`src/fabp_defines.vh`:
```
// Constants for the flash asynchronous bus port controller.
`ifndef FABP_DEFINES_VH
`define FABP_DEFINES_VH
`define FABP_CLK_MHZ         125
`define FABP_RECOVERY_US     10
`define FABP_RECOVERY_CYC    (`FABP_RECOVERY_US * `FABP_CLK_MHZ)
`define FABP_ADDR_CYCLES     4
`define FABP_OP_CMD          2'h0
`define FABP_OP_ADDR         2'h1
`define FABP_OP_WDATA        2'h2
`define FABP_OP_RDATA        2'h3
`define FABP_STROBE_LOW_CYC  4'h4
`define FABP_STROBE_HIGH_CYC 4'h4
`define FABP_RD_SAMPLE_CYC   4'h4
`define FABP_RD_ACCESS_CYC   3
`endif

```
`src/fabp_fifo.v`:
```
// Small synchronous FIFO with valid/ready on both sides.
module fabp_fifo #(
  parameter WIDTH = 16,
  parameter DEPTH = 4,
  parameter AW    = 2
) (
  // Clock and reset
  input  wire             clk,
  input  wire             rst_n,
  input  wire             ce,
  // Fill side
  input  wire             in_valid,
  output wire             in_ready,
  input  wire [WIDTH-1:0] in_data,
  // Drain side
  output wire             out_valid,
  input  wire             out_ready,
  output wire [WIDTH-1:0] out_data
);
  reg [WIDTH-1:0] mem [0:DEPTH-1];
  reg [AW-1:0]    wr_ptr_r;
  reg [AW-1:0]    rd_ptr_r;
  reg [AW:0]      count_r;
  wire            push;
  wire            pop;

  assign in_ready  = (count_r != DEPTH[AW:0]);
  assign out_valid = (count_r != {(AW+1){1'b0}});
  assign out_data  = mem[rd_ptr_r];
  assign push      = ce & in_valid & in_ready;
  assign pop       = ce & out_valid & out_ready;

  always @(posedge clk) begin
    if (push) begin
      mem[wr_ptr_r] <= in_data;
    end
  end

  always @(posedge clk or negedge rst_n) begin
    if (!rst_n) begin
      wr_ptr_r <= {AW{1'b0}};
      rd_ptr_r <= {AW{1'b0}};
      count_r  <= {(AW+1){1'b0}};
    end else begin
      if (push) begin
        wr_ptr_r <= (wr_ptr_r == DEPTH[AW-1:0] - 1'b1) ? {AW{1'b0}} : wr_ptr_r + 1'b1;
      end
      if (pop) begin
        rd_ptr_r <= (rd_ptr_r == DEPTH[AW-1:0] - 1'b1) ? {AW{1'b0}} : rd_ptr_r + 1'b1;
      end
      if (push & ~pop) begin
        count_r <= count_r + 1'b1;
      end else if (pop & ~push) begin
        count_r <= count_r - 1'b1;
      end
    end
  end
endmodule

```
`src/fabp_host.v`:
```
// Host controller that drives the flash asynchronous bus port pins.
//
// Summary of operation
// - Low lanes carry commands, addresses, data
// - High lanes carry data only, x16
// - Command: select, command latch, read high
// - Address: select, address latch, read high
// - Host sends four address cycles
// - Data in: latches low, one word per strobe
// - Data out: one word per read pulse
// - Hold select low during read busy
// - Wired ready/busy low means someone busy
// - No commands during 10 us recovery
// - Write strobe high, protect low at power
// - Protect high for program/erase commands
`include "fabp_defines.vh"

module fabp_host #(
  parameter WIDE          = 1,
  parameter RECOVERY_CYC  = `FABP_RECOVERY_CYC,
  parameter FIFO_DEPTH    = 4,
  parameter FIFO_AW       = 2
) (
  // Clock, enable and reset
  input  wire        clk,
  input  wire        rst_n,
  input  wire        ce,
  // Power transition indication
  input  wire        power_event,
  // Request port
  input  wire        req_valid,
  output wire        req_ready,
  input  wire [1:0]  req_op,
  input  wire [15:0] req_data,
  input  wire        req_hold_select,
  input  wire        req_write_enable,
  // Read data stream
  output wire        rd_valid,
  input  wire        rd_ready,
  output wire [15:0] rd_data,
  // Status
  output reg         busy_r,
  output reg         device_ready_r,
  output reg  [1:0]  addr_count_r,
  // Flash pins
  output reg         chip_sel_n_r,
  output reg         command_latch_en,
  output reg         address_latch_en,
  output reg         write_n_r,
  output reg         read_n_r,
  output reg         wp_n_r,
  input  wire [7:0]  bus_low_lanes_i,
  output reg  [7:0]  bus_low_lanes_o,
  output reg         bus_low_lanes_oe_n,
  input  wire [7:0]  bus_high_lanes_i,
  output reg  [7:0]  bus_high_lanes_o,
  output reg         bus_high_lanes_oe_n,
  input  wire        ready_busy_od
);
  // ---------------------------------------------------------------
  // State encoding
  // ---------------------------------------------------------------
  localparam [2:0] ST_IDLE   = 3'h0;
  localparam [2:0] ST_SETUP  = 3'h1;
  localparam [2:0] ST_LOW    = 3'h2;
  localparam [2:0] ST_HIGH   = 3'h3;
  localparam [2:0] ST_PUSH   = 3'h4;
  localparam [2:0] ST_RECOV  = 3'h5;

  reg [2:0]  state_r;
  reg [1:0]  op_r;
  reg        hold_r;
  reg [31:0] recov_cnt_r;
  reg [3:0]  phase_cnt_r;
  reg [15:0] cap_r;
  reg        rb_s1_r;
  reg        rb_s2_r;
  wire       fifo_in_ready;
  wire       push_valid;

  // ---------------------------------------------------------------
  // Phase lengths
  // ---------------------------------------------------------------
  localparam [3:0] LOW_CYC    = `FABP_STROBE_LOW_CYC;
  localparam [3:0] HIGH_CYC   = `FABP_STROBE_HIGH_CYC;
  localparam [3:0] RD_LOW_CYC = `FABP_RD_SAMPLE_CYC;

  // ---------------------------------------------------------------
  // Decode helpers
  // ---------------------------------------------------------------
  // True for transfers that strobe the read line instead of the write line.
  function is_read_op;
    input [1:0] op;
    begin
      is_read_op = (op == `FABP_OP_RDATA);
    end
  endfunction

  // Latch enables are decoded as a pair so both can never be high at once.
  function [1:0] latch_decode;
    input [1:0] op;
    begin
      case (op)
        `FABP_OP_CMD:  latch_decode = 2'b10;
        `FABP_OP_ADDR: latch_decode = 2'b01;
        default:       latch_decode = 2'b00;
      endcase
    end
  endfunction

  // Each phase is counted in clock cycles.
  // A read keeps its strobe low long enough for the access delay to pass.
  function [3:0] phase_len;
    input [2:0] st;
    input [1:0] op;
    begin
      if (st != ST_LOW) begin
        phase_len = HIGH_CYC;
      end else if (is_read_op(op)) begin
        phase_len = RD_LOW_CYC;
      end else begin
        phase_len = LOW_CYC;
      end
    end
  endfunction

  // ---------------------------------------------------------------
  // Request handshake and read data buffer
  // ---------------------------------------------------------------
  assign push_valid = (state_r == ST_PUSH);
  assign req_ready  = ce & (state_r == ST_IDLE) & device_ready_r;

  fabp_fifo #(
    .WIDTH (16),
    .DEPTH (FIFO_DEPTH),
    .AW    (FIFO_AW)
  ) u_fifo (
    .clk       (clk),
    .rst_n     (rst_n),
    .ce        (ce),
    .in_valid  (push_valid),
    .in_ready  (fifo_in_ready),
    .in_data   (cap_r),
    .out_valid (rd_valid),
    .out_ready (rd_ready),
    .out_data  (rd_data)
  );

  // ---------------------------------------------------------------
  // Ready/busy synchroniser
  // ---------------------------------------------------------------
  always @(posedge clk or negedge rst_n) begin
    if (!rst_n) begin
      rb_s1_r <= 1'b0;
      rb_s2_r <= 1'b0;
    end else if (ce) begin
      rb_s1_r <= ready_busy_od;
      rb_s2_r <= rb_s1_r;
    end
  end

  // ---------------------------------------------------------------
  // Sequencer
  // ---------------------------------------------------------------
  // Every transfer walks a setup, a strobe low and a strobe high phase.
  // The device takes written bytes on the rising write strobe.
  // Read lanes are sampled at the end of the low phase, then the strobe rises.
  // A power transition restarts the recovery wait from any state.
  always @(posedge clk or negedge rst_n) begin
    if (!rst_n) begin
      state_r             <= ST_RECOV;
      op_r                <= 2'h0;
      hold_r              <= 1'b0;
      recov_cnt_r         <= 32'h00000000;
      phase_cnt_r         <= 4'h0;
      cap_r               <= 16'h0000;
      busy_r              <= 1'b1;
      device_ready_r      <= 1'b0;
      addr_count_r        <= 2'h0;
      chip_sel_n_r        <= 1'b1;
      command_latch_en    <= 1'b0;
      address_latch_en    <= 1'b0;
      write_n_r           <= 1'b1;
      read_n_r            <= 1'b1;
      wp_n_r              <= 1'b0;
      bus_low_lanes_o     <= 8'h00;
      bus_low_lanes_oe_n  <= 1'b1;
      bus_high_lanes_o    <= 8'h00;
      bus_high_lanes_oe_n <= 1'b1;
    end else if (ce) begin
      // A low on the shared line means at least one device is busy.
      busy_r <= ~rb_s2_r;
      if (power_event) begin
        // Recovery after a power transition: strobe high, protect low.
        state_r            <= ST_RECOV;
        recov_cnt_r        <= 32'h00000000;
        device_ready_r     <= 1'b0;
        write_n_r          <= 1'b1;
        wp_n_r             <= 1'b0;
        chip_sel_n_r       <= 1'b1;
        command_latch_en   <= 1'b0;
        address_latch_en   <= 1'b0;
        read_n_r           <= 1'b1;
        bus_low_lanes_oe_n <= 1'b1;
        bus_high_lanes_oe_n <= 1'b1;
      end else begin
        case (state_r)
          ST_RECOV: begin
            if (recov_cnt_r >= RECOVERY_CYC - 1) begin
              state_r        <= ST_IDLE;
              device_ready_r <= 1'b1;
            end else begin
              recov_cnt_r <= recov_cnt_r + 32'h00000001;
            end
          end
          ST_IDLE: begin
            // Select stays low between requests when asked, covering read busy time.
            if (!hold_r) begin
              chip_sel_n_r <= 1'b1;
            end
            if (req_valid & device_ready_r) begin
              op_r        <= req_op;
              hold_r      <= req_hold_select;
              wp_n_r      <= req_write_enable;
              chip_sel_n_r <= 1'b0;
              read_n_r    <= 1'b1;
              phase_cnt_r <= 4'h0;
              {command_latch_en, address_latch_en} <= latch_decode(req_op);
              if (req_op == `FABP_OP_CMD) begin
                addr_count_r <= 2'h0;
              end
              if (!is_read_op(req_op)) begin
                bus_low_lanes_o    <= req_data[7:0];
                bus_low_lanes_oe_n <= 1'b0;
                // Commands and addresses use only the low lanes.
                bus_high_lanes_o    <= req_data[15:8];
                bus_high_lanes_oe_n <= ~((WIDE != 0) & (req_op == `FABP_OP_WDATA));
              end else begin
                bus_low_lanes_oe_n  <= 1'b1;
                bus_high_lanes_oe_n <= 1'b1;
              end
              state_r <= ST_SETUP;
            end
          end
          ST_SETUP: begin
            if (is_read_op(op_r)) begin
              if (fifo_in_ready) begin
                read_n_r <= 1'b0;
                state_r  <= ST_LOW;
              end
            end else begin
              write_n_r <= 1'b0;
              state_r   <= ST_LOW;
            end
          end
          ST_LOW: begin
            phase_cnt_r <= phase_cnt_r + 4'h1;
            if (phase_cnt_r == phase_len(state_r, op_r) - 4'h1) begin
              phase_cnt_r <= 4'h0;
              if (is_read_op(op_r)) begin
                // Sample after the access delay, then release the strobe.
                cap_r    <= {(WIDE != 0) ? bus_high_lanes_i : 8'h00, bus_low_lanes_i};
                read_n_r <= 1'b1;
              end else begin
                // Rising write strobe latches the byte or word.
                write_n_r <= 1'b1;
                if (op_r == `FABP_OP_ADDR) begin
                  addr_count_r <= addr_count_r + 2'h1;
                end
              end
              state_r <= ST_HIGH;
            end
          end
          ST_HIGH: begin
            phase_cnt_r <= phase_cnt_r + 4'h1;
            if (phase_cnt_r == phase_len(state_r, op_r) - 4'h1) begin
              phase_cnt_r        <= 4'h0;
              command_latch_en   <= 1'b0;
              address_latch_en   <= 1'b0;
              bus_low_lanes_oe_n <= 1'b1;
              bus_high_lanes_oe_n <= 1'b1;
              state_r <= is_read_op(op_r) ? ST_PUSH : ST_IDLE;
            end
          end
          ST_PUSH: begin
            if (fifo_in_ready) begin
              state_r <= ST_IDLE;
            end
          end
          default: begin
            state_r <= ST_IDLE;
          end
        endcase
      end
    end
  end
endmodule

```
`config.mk`:
```
export PLATFORM = sky130hd
export DESIGN_NAME = fabp_host
export DESIGN_NICKNAME = d
export VERILOG_FILES = /design/src/fabp_fifo.v /design/src/fabp_host.v
export VERILOG_INCLUDE_DIRS = /design/src
export SDC_FILE = /design/constraint.sdc
export NUM_CORES = 1
export LEC_CHECK = 0
export BUFFER_PORTS_ARGS = -buffer_cell sky130_fd_sc_hd__buf_2
export CAP_MARGIN = 0
export CELL_PAD_IN_SITES_DETAIL_PLACEMENT = 0
export CELL_PAD_IN_SITES_GLOBAL_PLACEMENT = 1
export CORE_MARGIN = 2
export CORE_UTILIZATION = 40
export DETAILED_ROUTE_END_ITERATION = 10
export PLACE_DENSITY = 0.68
export SYNTH_ARGS = -nofsm -noshare
export SYNTH_HDL_FRONTEND = slang
export SYNTH_SLANG_ARGS = --single-unit
```
`constraint.sdc`:
```
create_clock -name clk -period 6.65 [get_ports clk]
set_input_delay 1.33 -clock clk [delete_from_list [all_inputs] [get_ports clk]]
set_output_delay 1.33 -clock clk [all_outputs]
set_load 0.01 [all_outputs]
```
# Yosys cells after proc, flatten, opt, wreduce, memory -nomap -nowiden
# Memory sizes are Yosys's and may differ from the RTL's.
# Cells that the tools add are included.
[op_classes]
n_addsub = 9
magnitude_cmp = 1
eq_ne = 33
n_mux = 74
n_bitwise = 15
reduce_logical = 26
[op_table]
columns = ["operator", "n"]
rows = [
  ["$mux W32", 3],
  ["$mux W4", 9],
  ["$mux W1", 34],
  ["$mux W3", 11],
  ["$add A32 B1 Y32 const B", 1],
  ["$ge A32 B11 Y1 const B", 1],
  ["$ne A3 B3 Y1 const B", 9],
  ["$pmux W3 S6", 1],
  ["$reduce_and A5 Y1", 3],
  ["$mux W2", 7],
  ["$reduce_and A7 Y1", 2],
  ["$pmux W4 S3", 1],
  ["$reduce_and A3 Y1", 4],
  ["$reduce_and A4 Y1", 3],
  ["$reduce_bool A2 Y1", 6],
  ["$reduce_bool A3 Y1", 4],
  ["$eq A2 B2 Y1 const B", 5],
  ["$pmux W1 S2", 5],
  ["$and A1 B1 Y1", 9],
  ["$ne A3 B2 Y1 const B", 3],
  ["$eq A4 B4 Y1", 2],
  ["$ne A2 B2 Y1 const B", 4],
  ["$pmux W2 S2", 2],
  ["$reduce_and A8 Y1", 1],
  ["other kinds (16)", 28],
]
[totals]
ff_bits = 95
ram_bits = 64
memories = 1
[mem_list]
columns = ["memory", "words", "width", "rd", "rd_clocked_by_memory_dff", "write_ports", "line_no", "text"]
rows = [
  ["u_fifo.mem", 4, 16, 1, 0, 1, "fabp_fifo.v:20", "reg [WIDTH-1:0] mem [0:DEPTH-1];"],
]

# Logic depth before layout (Yosys ltp)
[logic_depth]
word_depth = 9
depth_mapped = 9
mapped_depth_nobuf = 8

# By module
# Synthesis repeated with hierarchy kept, for this count alone.
[unflattened]
cells_unflattened = 462
hier_area_um2 = 6665.1
[by_module_without_submodules]
columns = ["mod", "instances", "cells_per_inst", "area_per_inst_um2", "seq_area_each_um2"]
rows = [
  ["fabp_host", 1, 340, 3908.7, 2212.1],
  ["fabp_fifo", 1, 122, 2756.4, 2097.0],
]

# Worst setup path after synthesis
# No wires, ideal clock.
[synth_timing]
path_type = "input -> register"
from = "input ce"
to = "register u_fifo.count_r[2]"
t_arrival_ps = 3269
slack_ps = 3302
path_stages = 9
n_path_buf = 1
cell_sequence = "buf_2 nand2_1 nor4_1 ha_1 inv_1 fa_1 xor2_1 nor2_1 xor2_1"
[synth_via]
elab_chain_len = 5
word_cells_on_any_way = 10
[synth_lines]
columns = ["element", "line_no", "text"]
rows = [
  ["start: declaration", "fabp_host.v:27", "input wire ce,"],
  ["$and A1 B1 Y1 * (2 in a row)", "fabp_fifo.v:30", "assign push = ce & in_valid & in_ready;"],
  ["via u_fifo.push", "fabp_fifo.v:24", "wire push;"],
  ["$not A1 Y1", "fabp_fifo.v:53", "end else if (pop & ~push) begin"],
  ["$and A1 B1 Y1", "fabp_fifo.v:53", ""],
  ["$reduce_bool A2 Y1 (no line)", "n/a", ""],
  ["end signal: assignment", "fabp_fifo.v:43", "count_r <= {(AW+1){1'b0}};"],
  ["end signal: assignment", "fabp_fifo.v:52", "count_r <= count_r + 1'b1;"],
  ["end signal: assignment", "fabp_fifo.v:54", "count_r <= count_r - 1'b1;"],
  ["end: declaration", "fabp_fifo.v:23", "reg [AW:0] count_r;"],
]
# Mark *: on every way through the listed nets, which the timed path passes. The rest lies on a longest branch.
# A chain may end at the register's enable or synchronous reset.

# Worst setup path after layout
[layout_timing]
from = "register u_fifo.rd_ptr_r[0]"
to = "output rd_data[13]"
[layout_via]
elab_chain_len = 1
[layout_lines]
columns = ["element", "line_no", "text"]
rows = [
  ["start: declaration", "fabp_fifo.v:22", "reg [AW-1:0] rd_ptr_r;"],
  ["start signal: assignment", "fabp_fifo.v:42", "rd_ptr_r <= {AW{1'b0}};"],
  ["start signal: assignment", "fabp_fifo.v:49", "rd_ptr_r <= (rd_ptr_r == DEPTH[AW-1:0] - 1'b1) ? {AW{1'b0}} : rd_ptr_r + 1'b1;"],
  ["$mem_v2 Z4 W16", "n/a", ""],
  ["end: declaration", "fabp_host.v:40", "output wire [15:0] rd_data,"],
]
# No other way between the ends.

==> impl_results.md <==
- Area leader, netlist: dfrtp_1
- Fillers: 1507
- CP Max Fanout: 19
- Largest cells by area after synthesis: dfrtp_1 (32%), edfxtp_1 (29%), mux2_2 (7.2%)
- Asr flop ratio synth: roughly 60%
- Post-Syn Area: 6740 um^2
- Die outline height: 134 um
- Placed Instances: 772
- Final setup viols: 0
- Inserted Diodes: 0
- Layout Cells excl Fill: 804
- Core box area: approximately 17000 um^2
- Drt first pass iters: 4
- Syn Inst Count: 481
- Clock Tree Buf Depth: 2
- P per Cell Area: roughly 330 nW/um^2
- Largest net degree at the start of global routing: 63
- PortBufs: 88
- Vias: approximately 4200
- Critical Path AT: between 2000 and 2500 ps
- Critical Path Start Type: flop
- Total clock sinks: 159
- H-tree depth: 4
- Dpl hpwl: 9.22 mm
- Syn_nets: 535
- Final WL: between 10 and 15 mm
- Antenna violations before repair: 0
- Overflow after GRT: 0
- Distinct cell type count after synthesis: 57
- Worst slew pin tran: roughly 1100 ps
- DIE AREA: roughly 18000 um^2
- Ports: between 80 and 90
- Prevailing post-synth register cell: dfrtp_1
- WL/cell: about 17 um
- Clock Latency Late Sink: 420 ps
- Vias in the first global route: 4395
- Met2 WL: around 6.7 mm
- Mean area per synthesized cell: 14.0 um^2
- Placement Rows: 47
- CTS buffer count: 17
- RSZ-0062 raised after global routing: no
- Post-route ant nets: 0
- Clk pin slew, worst setup/hold paths: approximately 60 ps
- Max VDD drop: 186 uV
- Clock root cell: clkbuf_16
- Critical path type: reg -> out
- WL met3: ~480 um
- Post-route setup TNS: 0 ps
- Routability cong.: 0.779
- Critical path endpoint category: output port
- Post-CTS setup buffer count: 0
- HP Class: reg -> reg
- Sequential element share of the synthesized area: between 60% and 70%
- Pleak: roughly 3.5 nW
- Die X: 134 um
- Period utilization: 54.3%
- Post-synth EDFFs: 64
- Hold Path Stages: 1
- Post-Route M1 WL: 6.40 mm
- Status: finished clean
- Register area: between 4000 and 5000 um^2
- Post-synthesis register bit count: 159
- Aggregate global-route resource usage: 16.4%
- Post-CTS resize count: 0
- Post-Route Skew: 10.6 ps
- Slew margin rel.: between 20 and 30%
- Reg2Reg Depth: 4
- Share of layout cells above drive strength 1: 33.0%
- Hold Buf Count CTS: 0
- 1st-iter DRT viols: approximately 240
- Yosys Warn Count: 0
- Via density: between 5 and 6
- Final hold vios: 0
- Area grow syn2layout: 17.8%
- Global-route wire length before repair: 22.8 mm
- Top-area cell type share of the netlist area: 32.3%
- Period minus WS final: between 3000 and 4000 ps
- Max-cap violation count: 0
- F_max: 277 MHz
- Max-slew violation count: 0
- Residual DRC: 0
- CTS tree: built
- CP required: 5320 ps
- Initial Util: 40.8%
- Max layer used: met4
- Multi-input logic area: 2310 um^2
- Nets: roughly 630
[state kept, by name, indices dropped and copies added (netlist names), 2 cells and up]
name              count
recov_cnt_r          32
u_fifo.count_r        3
addr_count_r          2
cap_r                16
u_fifo.wr_ptr_r       2
bus_low_lanes_o       8
op_r                  2
u_fifo.mem           64
u_fifo.rd_ptr_r       2
phase_cnt_r           4
bus_high_lanes_o      8
state_r               3
[placed cells by master (no fill, tap or decap), types with 16 or more instances in the layout]
cell and n:
dfrtp_1 87, buf_2 87, a21oi_1 18, clkbuf_16 17
mux2_2 43, mux4_2 16, o21ai_0 16, and2_1 21
edfxtp_1 64, nand2_1 32, nor2_1 21
[cell type report]
class / instances / share of cell area, %
inverter: 9 / 0.425
multi-input combinational: 295 / 29.1
clock inverter: 14 / 1.69
clock buffer: 18 / 5.40
sequential: 159 / 54.2
timing repair buffer: 89 / 5.67
tap: 220 / 3.47
[synthesized netlist by cell type, types with 2 or more instances]
library cell and instances:
and2_1 21, nand2_1 32, mux4_2 16, a31oi_1 4, xnor2_1 2, o211ai_1 3, nor4_1 12, nand4_1 8
inv_1 9, nor3b_1 3, ha_1 10, nor2_1 21, dfstp_2 8, nand3_1 10, dfrtp_1 87, and3_1 2
clkbuf_1 11, or3b_2 2, buf_2 4, o22ai_1 2, nand4b_1 2, a21o_1 2, o21ai_0 16, nor4b_1 2
or3_1 6, xor2_1 2, nor3_1 9, a21oi_1 18, buf_4 2, mux2_2 43, nor2b_1 2, o31ai_1 5
and4_1 2, nand2b_1 6, o21a_1 9, edfxtp_1 64, or4_1 4
[per-stage QoR]
stage / setup WS (ps) / hold WS (ps) / cell area [um^2] / utilization (%) / power, mW
final: 3040 / 480 / 7940 / 48.1 / 2.60
after global routing: 2800 / 502 / 7940 / 48.1 / 2.74
after CTS: 2920 / 466 / 7940 / 48.1 / 2.63
after detailed placement: 2740 / 446 / 7380 / 44.7 / 1.71
after global placement: 2850 / 440 / 7380 / 44.7 / 1.70
after floorplan: 3300 / 387 / 6740 / - / 1.54
[power breakdown]
| group | internal, mW | switching [mW] |
|---|---|---|
| sequential | 1.10 | 0.127 |
| combinational | 0.229 | 0.223 |
| clock | 0.521 | 0.403 |
| total | 1.85 | 0.753 |
[path summary, 6_finish.rpt]
path / startpoint / end / slack [ps]
worst min register to register: rb_s2_r$_DFFE_PN0P_ / busy_r$_DFFE_PN1P_ / 480
worst min-delay path: rb_s2_r$_DFFE_PN0P_ / busy_r$_DFFE_PN1P_ / 480
min in group asynchronous: rst_n / recov_cnt_r[11]$_DFFE_PN0P_ / 860
max in group asynchronous: rst_n / cap_r[14]$_DFFE_PN0P_ / 4600
worst max-delay path: u_fifo.rd_ptr_r[0]$_DFFE_PN0P_ / rd_data[13] / 3040
worst max register to register: phase_cnt_r[0]$_DFFE_PN0P_ / cap_r[2]$_DFFE_PN0P_ / 3570
[critical path: stages (launching register included)]
cell and delay, ps:
dfrtp_1 1060, mux4_2 640, buf_2 160
[cells by family after synthesis]
| logic type | count (synthesis) | share of synthesized area, % |
|---|---|---|
| buffers and inverters | 27 | 1.80 |
| DFF | 159 | 63.9 |
| and+or+nand+nor | 149 | 12.1 |
| xor gates and xnor gates | 4 | 0.520 |
| muxes | 60 | 12.7 |
| adders and majority gates | 11 | 2.15 |
| AOI/OAI and AO/OA | 71 | 6.85 |
[layer usage]
metal | global-route usage [%] | up-vias
met4 | 5.38 | 0
li1 | - | 1998
met3 | 4.04 | 14
met2 | 26.3 | 73
met1 | 22.1 | 2123
met5 | 0 | -
Note: power is estimated with default switching activity, not from simulation.
